### src/verilog/pcicc_regs.svh
// Offsets, field positions, reset values and command codes of the block
// Summary of operation
// - Bits 15 to 10 of the control register read as zero and ignore writes.
// - Bit 9 reads as zero and no fast back-to-back transfer is started.
// - Bit 8 enables the system error driver; it resets to zero (off).
// - Address parity errors reach the system error pin only with 8 and 6 set.
// - Bit 7 is wired to zero and address/data stepping is never used.
// - Bit 6 enables parity error response; at zero errors are ignored.
// - With response on, data parity errors drive PERR, address ones SERR if bit 8 is set.
// - With bit 5 set palette writes are not claimed but their data is copied.
// - Bit 4 is wired to zero; write-and-invalidate becomes a memory write.
// - Bit 3 is wired to zero and special cycles are never answered.
// - Bit 2 gates bus requests and bus ownership; it resets to zero.
// - Bit 1 gates claiming of memory space cycles; it resets to zero.
// - Bit 0 gates claiming of I/O space cycles; it resets to zero.
`ifndef PCICC_REGS_SVH
`define PCICC_REGS_SVH
`define PCICC_CMD_OFFSET 8'h04
`define PCICC_WMASK_LO 8'h67
`define PCICC_WMASK_HI 8'h01
`define PCICC_RST_LO 8'h00
`define PCICC_RST_HI 8'h00
`define PCICC_IO_BIT 0
`define PCICC_MEM_BIT 1
`define PCICC_BME_BIT 2
`define PCICC_SPC_BIT 3
`define PCICC_MWI_BIT 4
`define PCICC_SNOOP_BIT 5
`define PCICC_PRE_BIT 6
`define PCICC_STEP_BIT 7
`define PCICC_SERR_BIT 8
`define PCICC_B2B_BIT 9
`define PCICC_CMD_SPECIAL 4'h1
`define PCICC_CMD_IORD 4'h2
`define PCICC_CMD_IOWR 4'h3
`define PCICC_CMD_MEMRD 4'h6
`define PCICC_CMD_MEMWR 4'h7
`define PCICC_CMD_MRM 4'hc
`define PCICC_CMD_MRL 4'he
`define PCICC_CMD_MWI 4'hf
`endif

### src/verilog/pcicc_pkg.sv
// Types shared by the command control block
package pcicc_pkg;
  typedef enum logic [0:0] {
    PCICC_IDLE = 1'b0,
    PCICC_DONE = 1'b1
  } pcicc_state_t;
  typedef logic [3:0] pcicc_cbe_t;
  typedef logic [15:0] pcicc_word_t;
endpackage

### src/verilog/pcicc_top.sv
// Command control register and the bus behaviour it gates
`timescale 1ns/10ps
`include "pcicc_regs.svh"
module pcicc_top #(
  parameter int PAL_W = 8
) (
  input wire logic i_clock,
  input wire logic i_rst,
  input wire logic i_cfg_valid,
  input wire logic i_cfg_write,
  input wire logic [7:0] i_cfg_offset,
  input wire pcicc_pkg::pcicc_cbe_t i_cfg_be,
  input wire logic [31:0] i_cfg_wdata,
  output logic o_cfg_ack,
  output logic [31:0] o_cfg_rdata,
  output pcicc_pkg::pcicc_word_t o_command,
  input wire logic i_tgt_start,
  input wire pcicc_pkg::pcicc_cbe_t i_tgt_cmd,
  input wire logic i_tgt_hit,
  input wire logic i_tgt_palette,
  output logic o_tgt_claim,
  input wire logic i_pal_data_valid,
  input wire logic [PAL_W-1:0] i_pal_data,
  output logic o_snoop_valid,
  output logic [PAL_W-1:0] o_snoop_data,
  input wire logic i_addr_par_err,
  input wire logic i_data_par_err,
  output logic o_serr_out,
  output logic o_serr_oe_n,
  output logic o_perr_out,
  output logic o_perr_oe_n,
  input wire logic i_mst_req,
  input wire pcicc_pkg::pcicc_cbe_t i_mst_cmd,
  input wire logic i_gnt_n,
  output logic o_req_n,
  output logic o_mst_own,
  output pcicc_pkg::pcicc_cbe_t o_mst_cmd,
  output logic o_fast_b2b,
  output logic o_stepping
);
  import pcicc_pkg::*;

  pcicc_state_t state_r;
  pcicc_state_t state_nxt;
  logic ack_r;
  logic ack_nxt;
  logic [31:0] rdata_r;
  logic [31:0] rdata_nxt;
  logic take;
  logic hit;
  logic we_lo;
  logic we_hi;
  logic [7:0] cmd_lo;
  logic [7:0] cmd_hi;
  pcicc_word_t command;
  logic claim_r;
  logic claim_nxt;
  logic is_mem;
  logic is_io;
  logic is_pal_wr;
  logic req_n_r;
  logic req_n_nxt;
  logic own_r;
  logic own_nxt;
  pcicc_cbe_t mcmd_r;
  pcicc_cbe_t mcmd_nxt;
  logic zero_r;
  logic zero_nxt;
  logic system_error_enable;
  logic pre_en;
  logic snoop_en;
  logic bme;
  logic mem_en;
  logic io_en;

  assign command = {cmd_hi, cmd_lo};
  assign system_error_enable = command[`PCICC_SERR_BIT];
  assign pre_en = command[`PCICC_PRE_BIT];
  assign snoop_en = command[`PCICC_SNOOP_BIT];
  assign bme = command[`PCICC_BME_BIT];
  assign mem_en = command[`PCICC_MEM_BIT];
  assign io_en = command[`PCICC_IO_BIT];

  // Access decode; a new access is only taken while idle
  assign take = (state_r == PCICC_IDLE) & i_cfg_valid;
  assign hit = ({i_cfg_offset[7:2], 2'b00} == `PCICC_CMD_OFFSET);

  assign we_lo = take & i_cfg_write & hit & i_cfg_be[0];
  assign we_hi = take & i_cfg_write & hit & i_cfg_be[1];

  // Config handshake: answer one cycle after the access is taken
  always_comb begin
    state_nxt = state_r;
    ack_nxt = 1'b0;
    rdata_nxt = rdata_r;
    case (state_r)
      PCICC_IDLE: begin
        if (i_cfg_valid) begin
          state_nxt = PCICC_DONE;
          ack_nxt = 1'b1;
          // Status half is outside this block and reads zero here
          rdata_nxt = (hit & ~i_cfg_write) ? {16'h0000, command} : 32'h0;
        end
      end
      PCICC_DONE: begin
        state_nxt = PCICC_IDLE;
      end
      default: begin
        state_nxt = PCICC_IDLE;
      end
    endcase
  end

  // Config handshake registers
  always_ff @(posedge i_clock or posedge i_rst) begin
    if (i_rst) begin
      state_r <= PCICC_IDLE;
      ack_r <= 1'b0;
      rdata_r <= 32'h0;
    end else begin
      state_r <= state_nxt;
      ack_r <= ack_nxt;
      rdata_r <= rdata_nxt;
    end
  end

  // mask keeps reserved and fixed bits at zero
  pcicc_lane #(
    .W(8),
    .MASK(`PCICC_WMASK_LO),
    .RST(`PCICC_RST_LO)
  ) u_lane_lo (
    .i_clock(i_clock),
    .i_rst(i_rst),
    .i_we(we_lo),
    .i_wdata(i_cfg_wdata[7:0]),
    .o_q(cmd_lo)
  );

  // fast back-to-back and reserved bits excluded by mask
  pcicc_lane #(
    .W(8),
    .MASK(`PCICC_WMASK_HI),
    .RST(`PCICC_RST_HI)
  ) u_lane_hi (
    .i_clock(i_clock),
    .i_rst(i_rst),
    .i_we(we_hi),
    .i_wdata(i_cfg_wdata[15:8]),
    .o_q(cmd_hi)
  );

  // Target command classes; special cycles fall in neither class
  always_comb begin
    is_mem = (i_tgt_cmd == `PCICC_CMD_MEMRD) |
             (i_tgt_cmd == `PCICC_CMD_MEMWR) |
             (i_tgt_cmd == `PCICC_CMD_MRM) |
             (i_tgt_cmd == `PCICC_CMD_MRL) |
             (i_tgt_cmd == `PCICC_CMD_MWI);
    is_io = (i_tgt_cmd == `PCICC_CMD_IORD) |
            (i_tgt_cmd == `PCICC_CMD_IOWR);
    is_pal_wr = i_tgt_palette & ((i_tgt_cmd == `PCICC_CMD_IOWR) |
                (i_tgt_cmd == `PCICC_CMD_MEMWR) |
                (i_tgt_cmd == `PCICC_CMD_MWI));
  end

  // snooped palette writes left to the real owner
  always_comb begin
    claim_nxt = i_tgt_start & i_tgt_hit &
                ((is_mem & mem_en) | (is_io & io_en)) &
                ~(is_pal_wr & snoop_en);
  end

  // request and ownership gated by master enable
  // write-and-invalidate issued as plain memory write
  always_comb begin
    req_n_nxt = ~(i_mst_req & bme);
    own_nxt = i_mst_req & bme & ~i_gnt_n;
    mcmd_nxt = (i_mst_cmd == `PCICC_CMD_MWI) ? `PCICC_CMD_MEMWR : i_mst_cmd;
    zero_nxt = 1'b0;
  end

  // Target and initiator registers; zero_r holds fixed low outputs
  always_ff @(posedge i_clock or posedge i_rst) begin
    if (i_rst) begin
      claim_r <= 1'b0;
      req_n_r <= 1'b1;
      own_r <= 1'b0;
      mcmd_r <= 4'h0;
      zero_r <= 1'b0;
    end else begin
      claim_r <= claim_nxt;
      req_n_r <= req_n_nxt;
      own_r <= own_nxt;
      mcmd_r <= mcmd_nxt;
      zero_r <= zero_nxt;
    end
  end

  // address parity to SERR needs both enables
  pcicc_qual #(
    .W(1),
    .ACT_LOW(1'b1)
  ) u_serr (
    .i_clock(i_clock),
    .i_rst(i_rst),
    .i_event(i_addr_par_err),
    .i_enable(system_error_enable & pre_en),
    .i_data(1'b0),
    .o_fire(o_serr_oe_n),
    .o_data()
  );

  // data parity to PERR only with response on
  pcicc_qual #(
    .W(1),
    .ACT_LOW(1'b1)
  ) u_perr (
    .i_clock(i_clock),
    .i_rst(i_rst),
    .i_event(i_data_par_err),
    .i_enable(pre_en),
    .i_data(1'b0),
    .o_fire(o_perr_oe_n),
    .o_data()
  );

  pcicc_qual #(
    .W(PAL_W),
    .ACT_LOW(1'b0)
  ) u_snoop (
    .i_clock(i_clock),
    .i_rst(i_rst),
    .i_event(i_pal_data_valid),
    .i_enable(snoop_en),
    .i_data(i_pal_data),
    .o_fire(o_snoop_valid),
    .o_data(o_snoop_data)
  );

  assign o_cfg_ack = ack_r;
  assign o_cfg_rdata = rdata_r;
  assign o_command = command;
  assign o_tgt_claim = claim_r;
  assign o_req_n = req_n_r;
  assign o_mst_own = own_r;
  assign o_mst_cmd = mcmd_r;
  assign o_fast_b2b = zero_r;
  assign o_stepping = zero_r;
  // Open-drain pins only ever pull low
  assign o_serr_out = zero_r;
  assign o_perr_out = zero_r;

  // Checks on the register image and the gated behaviour
  property p_reserved;
    @(posedge i_clock) disable iff (i_rst)
    (o_command[15:10] == 6'h00) && (o_cfg_rdata[15:10] == 6'h00);
  endproperty
  a_reserved: assert property (p_reserved)
    else $error("reserved command bits not zero");

  property p_b2b;
    @(posedge i_clock) disable iff (i_rst)
    !o_command[`PCICC_B2B_BIT] && !o_fast_b2b && !o_cfg_rdata[9];
  endproperty
  a_b2b: assert property (p_b2b)
    else $error("fast back-to-back shown or used");

  property p_serr_off;
    @(posedge i_clock) disable iff (i_rst)
    !$past(system_error_enable) |-> o_serr_oe_n;
  endproperty
  a_serr_off: assert property (p_serr_off)
    else $error("system error driven while disabled");

  property p_serr_cause;
    @(posedge i_clock) disable iff (i_rst)
    i_addr_par_err && system_error_enable && pre_en |=>
      !o_serr_oe_n ##1 (o_serr_oe_n || $past(i_addr_par_err));
  endproperty
  a_serr_cause: assert property (p_serr_cause)
    else $error("address parity error not reported");

  property p_serr_needs_pre;
    @(posedge i_clock) disable iff (i_rst)
    !o_serr_oe_n |-> $past(i_addr_par_err) && $past(pre_en);
  endproperty
  a_serr_needs_pre: assert property (p_serr_needs_pre)
    else $error("system error without parity response enable");

  property p_step;
    @(posedge i_clock) disable iff (i_rst)
    !o_command[`PCICC_STEP_BIT] && !o_stepping;
  endproperty
  a_step: assert property (p_step)
    else $error("stepping bit set or used");

  property p_perr;
    @(posedge i_clock) disable iff (i_rst)
    !o_perr_oe_n |-> $past(i_data_par_err) && $past(pre_en);
  endproperty
  a_perr: assert property (p_perr)
    else $error("parity error driven without cause or enable");

  property p_perr_fire;
    @(posedge i_clock) disable iff (i_rst)
    i_data_par_err && pre_en |=> !o_perr_oe_n;
  endproperty
  a_perr_fire: assert property (p_perr_fire)
    else $error("data parity error not signalled");

  property p_snoop;
    @(posedge i_clock) disable iff (i_rst)
    i_tgt_start && is_pal_wr && snoop_en |=> !o_tgt_claim;
  endproperty
  a_snoop: assert property (p_snoop)
    else $error("snooped palette write was claimed");

  property p_mwi;
    @(posedge i_clock) disable iff (i_rst)
    (o_mst_cmd != `PCICC_CMD_MWI) && !o_command[`PCICC_MWI_BIT];
  endproperty
  a_mwi: assert property (p_mwi)
    else $error("write-and-invalidate issued");

  property p_special;
    @(posedge i_clock) disable iff (i_rst)
    i_tgt_cmd == `PCICC_CMD_SPECIAL |=> !o_tgt_claim;
  endproperty
  a_special: assert property (p_special)
    else $error("special cycle claimed");

  property p_req;
    @(posedge i_clock) disable iff (i_rst)
    (!o_req_n || o_mst_own) |-> $past(bme) && $past(i_mst_req);
  endproperty
  a_req: assert property (p_req)
    else $error("bus requested without master enable");

  property p_mem;
    @(posedge i_clock) disable iff (i_rst)
    o_tgt_claim && $past(is_mem) |-> $past(mem_en);
  endproperty
  a_mem: assert property (p_mem)
    else $error("memory cycle claimed while disabled");

  property p_io;
    @(posedge i_clock) disable iff (i_rst)
    o_tgt_claim && $past(is_io) |-> $past(io_en);
  endproperty
  a_io: assert property (p_io)
    else $error("io cycle claimed while disabled");

  property p_lanes;
    @(posedge i_clock) disable iff (i_rst)
    take && !(i_cfg_write && hit && i_cfg_be[0]) |=>
      $stable(o_command[7:0]);
  endproperty
  a_lanes: assert property (p_lanes)
    else $error("low lane changed without enabled write");

  property p_ack;
    @(posedge i_clock) disable iff (i_rst)
    take |=> o_cfg_ack ##1 !o_cfg_ack;
  endproperty
  a_ack: assert property (p_ack)
    else $error("configuration answer not one cycle");
endmodule

### src/verilog/pcicc_lane.sv
// One byte lane of the control register with a writable-bit mask
`timescale 1ns/10ps
module pcicc_lane #(
  parameter int W = 8,
  parameter logic [W-1:0] MASK = '0,
  parameter logic [W-1:0] RST = '0
) (
  input wire logic i_clock,
  input wire logic i_rst,
  input wire logic i_we,
  input wire logic [W-1:0] i_wdata,
  output logic [W-1:0] o_q
);
  logic [W-1:0] q_r;
  logic [W-1:0] q_nxt;

  // Fixed bits load zero on every write, matching their zero reset
  always_comb begin
    q_nxt = i_we ? (i_wdata & MASK) : q_r;
  end

  // Lane storage
  always_ff @(posedge i_clock or posedge i_rst) begin
    if (i_rst) begin
      q_r <= RST;
    end else begin
      q_r <= q_nxt;
    end
  end

  assign o_q = q_r;
endmodule

### src/verilog/pcicc_qual.sv
// Enable-qualified registered strobe with optional captured data
`timescale 1ns/10ps
module pcicc_qual #(
  parameter int W = 1,
  parameter logic ACT_LOW = 1'b0
) (
  input wire logic i_clock,
  input wire logic i_rst,
  input wire logic i_event,
  input wire logic i_enable,
  input wire logic [W-1:0] i_data,
  output logic o_fire,
  output logic [W-1:0] o_data
);
  logic fire_r;
  logic fire_nxt;
  logic [W-1:0] data_r;
  logic [W-1:0] data_nxt;

  // Strobe only when the gating bit is on; data held between strobes
  always_comb begin
    fire_nxt = (i_event & i_enable) ^ ACT_LOW;
    data_nxt = (i_event & i_enable) ? i_data : data_r;
  end

  // Strobe and data registers
  always_ff @(posedge i_clock or posedge i_rst) begin
    if (i_rst) begin
      fire_r <= ACT_LOW;
      data_r <= '0;
    end else begin
      fire_r <= fire_nxt;
      data_r <= data_nxt;
    end
  end

  assign o_fire = fire_r;
  assign o_data = data_r;
endmodule

### config.mk
export PLATFORM = sky130hd
export DESIGN_NAME = pcicc_top
export DESIGN_NICKNAME = d
export VERILOG_FILES = /design/src/verilog/pcicc_pkg.sv /design/src/verilog/pcicc_top.sv /design/src/verilog/pcicc_lane.sv /design/src/verilog/pcicc_qual.sv
export VERILOG_INCLUDE_DIRS = /design/src /design/src/verilog
export SDC_FILE = /design/constraint.sdc
export NUM_CORES = 1
export LEC_CHECK = 0
export BUFFER_PORTS_ARGS = -buffer_cell sky130_fd_sc_hd__buf_2
export CORE_ASPECT_RATIO = 0.5
export CORE_MARGIN = 1.5
export CORE_UTILIZATION = 33
export DETAILED_ROUTE_END_ITERATION = 16
export PLACE_DENSITY = 0.89
export SLEW_MARGIN = 5
export SYNTH_ARGS = -nofsm -noshare
export SYNTH_HDL_FRONTEND = slang
export SYNTH_SLANG_ARGS = --single-unit
### constraint.sdc
create_clock -name i_clock -period 1.1 [get_ports i_clock]
set_input_delay 0.055 -clock i_clock [delete_from_list [all_inputs] [get_ports i_clock]]
set_output_delay 0.055 -clock i_clock [all_outputs]
set_load 0.02 [all_outputs]
; After elaboration in Yosys (flattened, before gate mapping)
; Index checks and enable logic that the tools add are counted.
[word_totals]
n_memories = 0
ramBits = 0
latchBits = 0
elab_cells = 62
in_bits = 72
romBits = 0
output_inout_bits = 71
reg_bits = 58
[op_classes]
addsub = 0
n_eq_ne = 9
reduce_logical = 1
muxes = 5
shifts = 0
div_mod_pow = 0
n_mul = 0
magnitude_cmp = 0
n_bitwise = 34
[op_table]
columns = op, count
row1 = $and 1x1->1, 19
row2 = $eq 4x4->1 const B, 4
row3 = $mux 9, 1
row4 = $eq 4x2->1 const B, 2
row5 = $eq 4x3->1 const B, 2
row6 = $or 1x1->1, 8
row7 = $not 1->1, 7
row8 = $eq 6x1->1 const B, 1
row9 = $mux 4, 1
row10 = $mux 1, 2
row11 = $pmux 1 s2, 1
row12 = $reduce_and 2->1, 1

; Logic depth before layout (Yosys ltp)
[depth]
word_depth = 9
mapped_depth = 4
mapped_depth_nobuf = 4

; By module
; From an unflattened synthesis, not the netlist that was laid out.
[unflattened]
hier_cells = 176
hier_area_um2 = 1973.1
[by_module_without_submodules]
columns = mod, cells_each, n_inst, seq_area_each_um2, area_per_inst_um2
row1 = pcicc_top, 120, 1, 601.8, 1144.8
row2 = pcicc_qual (u_snoop), 20, 1, 225.2, 364.1
row3 = pcicc_lane (u_lane_lo), 15, 1, 125.1, 211.5
row4 = pcicc_qual (u_perr ...), 5, 2, 51.3, 76.3
row5 = pcicc_lane (u_lane_hi), 11, 1, 25.0, 100.1

; Worst setup path after synthesis
; OpenSTA, ideal clock, no wires.
[synth_path]
path_type = reg-to-reg
from = register o_cfg_ack (netlist name)
to = register u_lane_lo.q_r[0], in the netlist u_lane_lo.o_q[0]
setup_ns = 0.125
arrival_time_ns = 1.152
path_stages_with_launch = 4
required_ns = 0.975
synth_period_minus_slack_ns = 1.277
slack_ns = -0.177
path_buffers = 0
path_cell_list = dfrtp_1 -> and3b_1 -> nand4_4 -> mux2_2
[synth_rtl]
columns = item, line
row1 = "end signal, assigned", pcicc_lane.sv:27  ; q_r <= q_nxt;
row2 = "end, declared", pcicc_lane.sv:14  ; logic [W-1:0] q_r;

==> qor.csv <==
stage,metric,value,unit
placement,dp_hpwl,2.38,mm
clock_tree,cts.clk_slew.worst_paths,0.06,ns
drt,wirelength,3.13,mm
global_route,antenna_found_initial,0,
clock_tree,cts_tree,yes,
clock_tree,worstSkewPairLatency,0.28,ns
yosys,synth_top_area_cell,dfrtp_1,
timing,timing.final.hold_violations,0,
outcome,status,"finished, violations left",
yosys,syn_area,0.00150,mm^2
die,core-area,0.00438,mm^2
pwr,power.total,2.68,mW
setup_path,path_class,reg -> reg,
timing,final.setup.tns,-0.802,ns
drt,wire_per_inst,11.3,um
outcome,failed_checks,setup timing,
yosys,synth_top_cells_by_area,"dfrtp_1 (47%), buf_4 (21%), mux2_2 (11%), dfstp_2 (5.3%), nand2_1 (4.3%)",
global_route,grt_max_degree,28,
timing,fin_crit_sh,1.13,
die,die_w,98.2,um
global_route,grt-ovfl-total,0,
clock_tree,cts_buffer_depth,2,
die,pin_count,143,
yosys,syn_avg_cell_area,11.3,um^2
placement,dp.cells,259,
timing,clock_skew,0.00756,ns
placement,pre_cts_ws,-0.160,ns
placement,finalWeightedCongestion,0.802,
placement,placed_area,0.00181,mm^2
timing,setup_viol,6,
final_layout,fin_cells,278,
drt,drc,0,
final_layout,nets,292,
final_layout,final_common_cell,buf_2,
drt,drtAntennaViolNets,0,
final_layout,antennaDiodeCount,0,
timing,period_minus_slack,1.24,ns
pwr,p_per_area,1340,mW/mm^2
final_layout,drive_gt1_frac,0.471,
yosys,synthDistinctLibCells,22,
drt,drtIter0Drc,27,
yosys,synth_cells,132,
timing,drv_slew,0,
pwr,peakVddDrop,0.479,mV
setup_path,cp.arrival,1.40,ns
clock_tree,cts_buffers,5,
final_layout,final_core_utilization,0.457,
final_layout,area_delta_synth_final,33.8,%
yosys,yosys_warnings,0,
final_layout,mostFrequentLayoutCells,"buf_2 (72), conb_1 (40), dfrtp_1 (27)",
clock_tree,htree_num_levels,2,
worst_hold_path,hp-class,in -> reg,
global_route,grt_pass1_vias,1128,
drt,via_count,1119,
die,die_height,50.6,um
run,cap_viol_max_count,0,
timing,rsz0062_at_grt,true,
setup_path,startpoint_type,flip-flop,
yosys,yosysTopAreaCellShare,0.468,
timing,max_freq,806,MHz
global_route,grt_use_total,0.132,
yosys,ys_seq_area_frac,0.521,
clock_tree,clockRootBuffer,clkbuf_8,
global_route,grt_pass1_wl,5.02,mm
pwr,power_leakage,1.13,nW
placement,portBuffers,72,
setup_path,crit_fanout,5,
die,rows,17,
die,die_area,0.00497,mm^2
drt,drtPass1Iterations,3,
drt,via_per_inst,4.03,
timing,finalWorstSetupSlack,-0.141,ns
final_layout,design_area,0.00200,mm^2
clock_tree,numClockSinks,31,
clock_tree,cts_setup_buffers,0,
timing,fin_hold_ws,0.00472,ns
setup_path,cp.required,1.26,ns
setup_path,crit_path_end_kind,flip-flop,
die,initial_core_util,0.342,
yosys,ys_ff_latch,31,
==> state kept, by name, summed over array words and instances, names as in the netlist <==
signal / count
o_cfg_ack: 1
o_cfg_rdata: 6
o_mst_cmd: 4
o_mst_own: 1
o_req_n: 1
o_tgt_claim: 1
u_lane_hi.o_q: 1
u_lane_lo.o_q: 5
u_perr.o_fire: 1
u_serr.o_fire: 1
u_snoop.o_data: 8
u_snoop.o_fire: 1
==> kinds of logic (layout without fill, tap and decap cells) <==
family / count (synthesis) / after routing / share of synthesized area
buffers and inverters: 49 / 99 / 0.228
DFF: 31 / 31 / 0.521
and+or+nand+nor: 27 / 27 / 0.105
muxes: 14 / 14 / 0.105
AOI/OAI and AO/OA: 10 / 10 / 0.0376
other: 1 / 40 / 0.00251
==> worst paths after layout <==
kind	from	end	slack [ns]	cells after the start
worst max register to register	o_cfg_ack	u_lane_lo.o_q[2]	-0.14	3
worst max-delay path	o_cfg_ack	u_lane_lo.o_q[2]	-0.14	3
min in group asynchronous	i_rst	o_mst_cmd[2]	0.28	3
max in group asynchronous	i_rst	o_req_n	0.33	4
worst min register to register	u_lane_lo.o_q[2]	o_req_n	0.47	1
worst min-delay path	i_cfg_wdata[5]	u_lane_lo.o_q[5]	0.005	2
==> where the power goes <==
part / internal [mW] / switching [mW] / leakage [nW]
combinational: 0.215 / 0.365 / 0.682
sequential: 1.23 / 0.0435 / 0.405
clock: 0.448 / 0.384 / 0.0395
==> layer usage <==
| layer | part of all wire | vias to the layer above | wire, um | global-route usage |
|---|---|---|---|---|
| li1 | - | 521 | - | - |
| met1 | 0.35 | 529 | 1090 | 0.121 |
| met2 | 0.56 | 59 | 1750 | 0.263 |
| met3 | 0.064 | 10 | 199 | 0.0348 |
| met4 | 0.030 | 0 | 93 | 0.0845 |
| met5 | 0 | - | 0 | 0 |
==> what timing repair did <==
action / CTS / global route
hold endpoints to repair: 38 / 0
gates resized for setup: 0 / 2
cloned: 0 / 0
pin swaps: 1 / 0
hold buffers: 11 / 0
setup endpoints to repair: 6 / 18
==> cell usage after synthesis <==
| library cell | n |
|---|---|
| clkbuf_1 | 3 |
| a211oi_1 | 1 |
| mux2_2 | 14 |
| a21oi_1 | 1 |
| nand3b_1 | 1 |
| a31oi_1 | 1 |
| nor3b_1 | 1 |
| and3b_1 | 1 |
| dfrtp_1 | 28 |
| nand4_4 | 1 |
| nor4b_4 | 1 |
| nand2b_1 | 1 |
| nand3_1 | 1 |
| o211ai_1 | 1 |
| dfstp_2 | 3 |
| nand4_1 | 1 |
| inv_1 | 4 |
| o21ai_0 | 6 |
| conb_1 | 1 |
| nor2_1 | 2 |
| buf_4 | 42 |
| nand2_1 | 17 |
==> worst max-delay path, stage by stage, from the launching register on <==
cell and delay (ns):
dfrtp_2 0.40, and3b_2 0.28, nand4_4 0.13, mux2_2 0.31
==> layout make-up <==
| type | count | area (um^2) |
|---|---|---|
| Sequential cell | 31 | 781 |
| Multi-Input combinational cell | 91 | 529 |
| Timing Repair Buffer | 87 | 526 |
| Clock buffer | 8 | 80.1 |
| Fill cell | 413 | 2380 |
| Tap cell | 57 | 71.3 |
| Inverter | 4 | 15.0 |
Power figures use the tool's default switching activity.
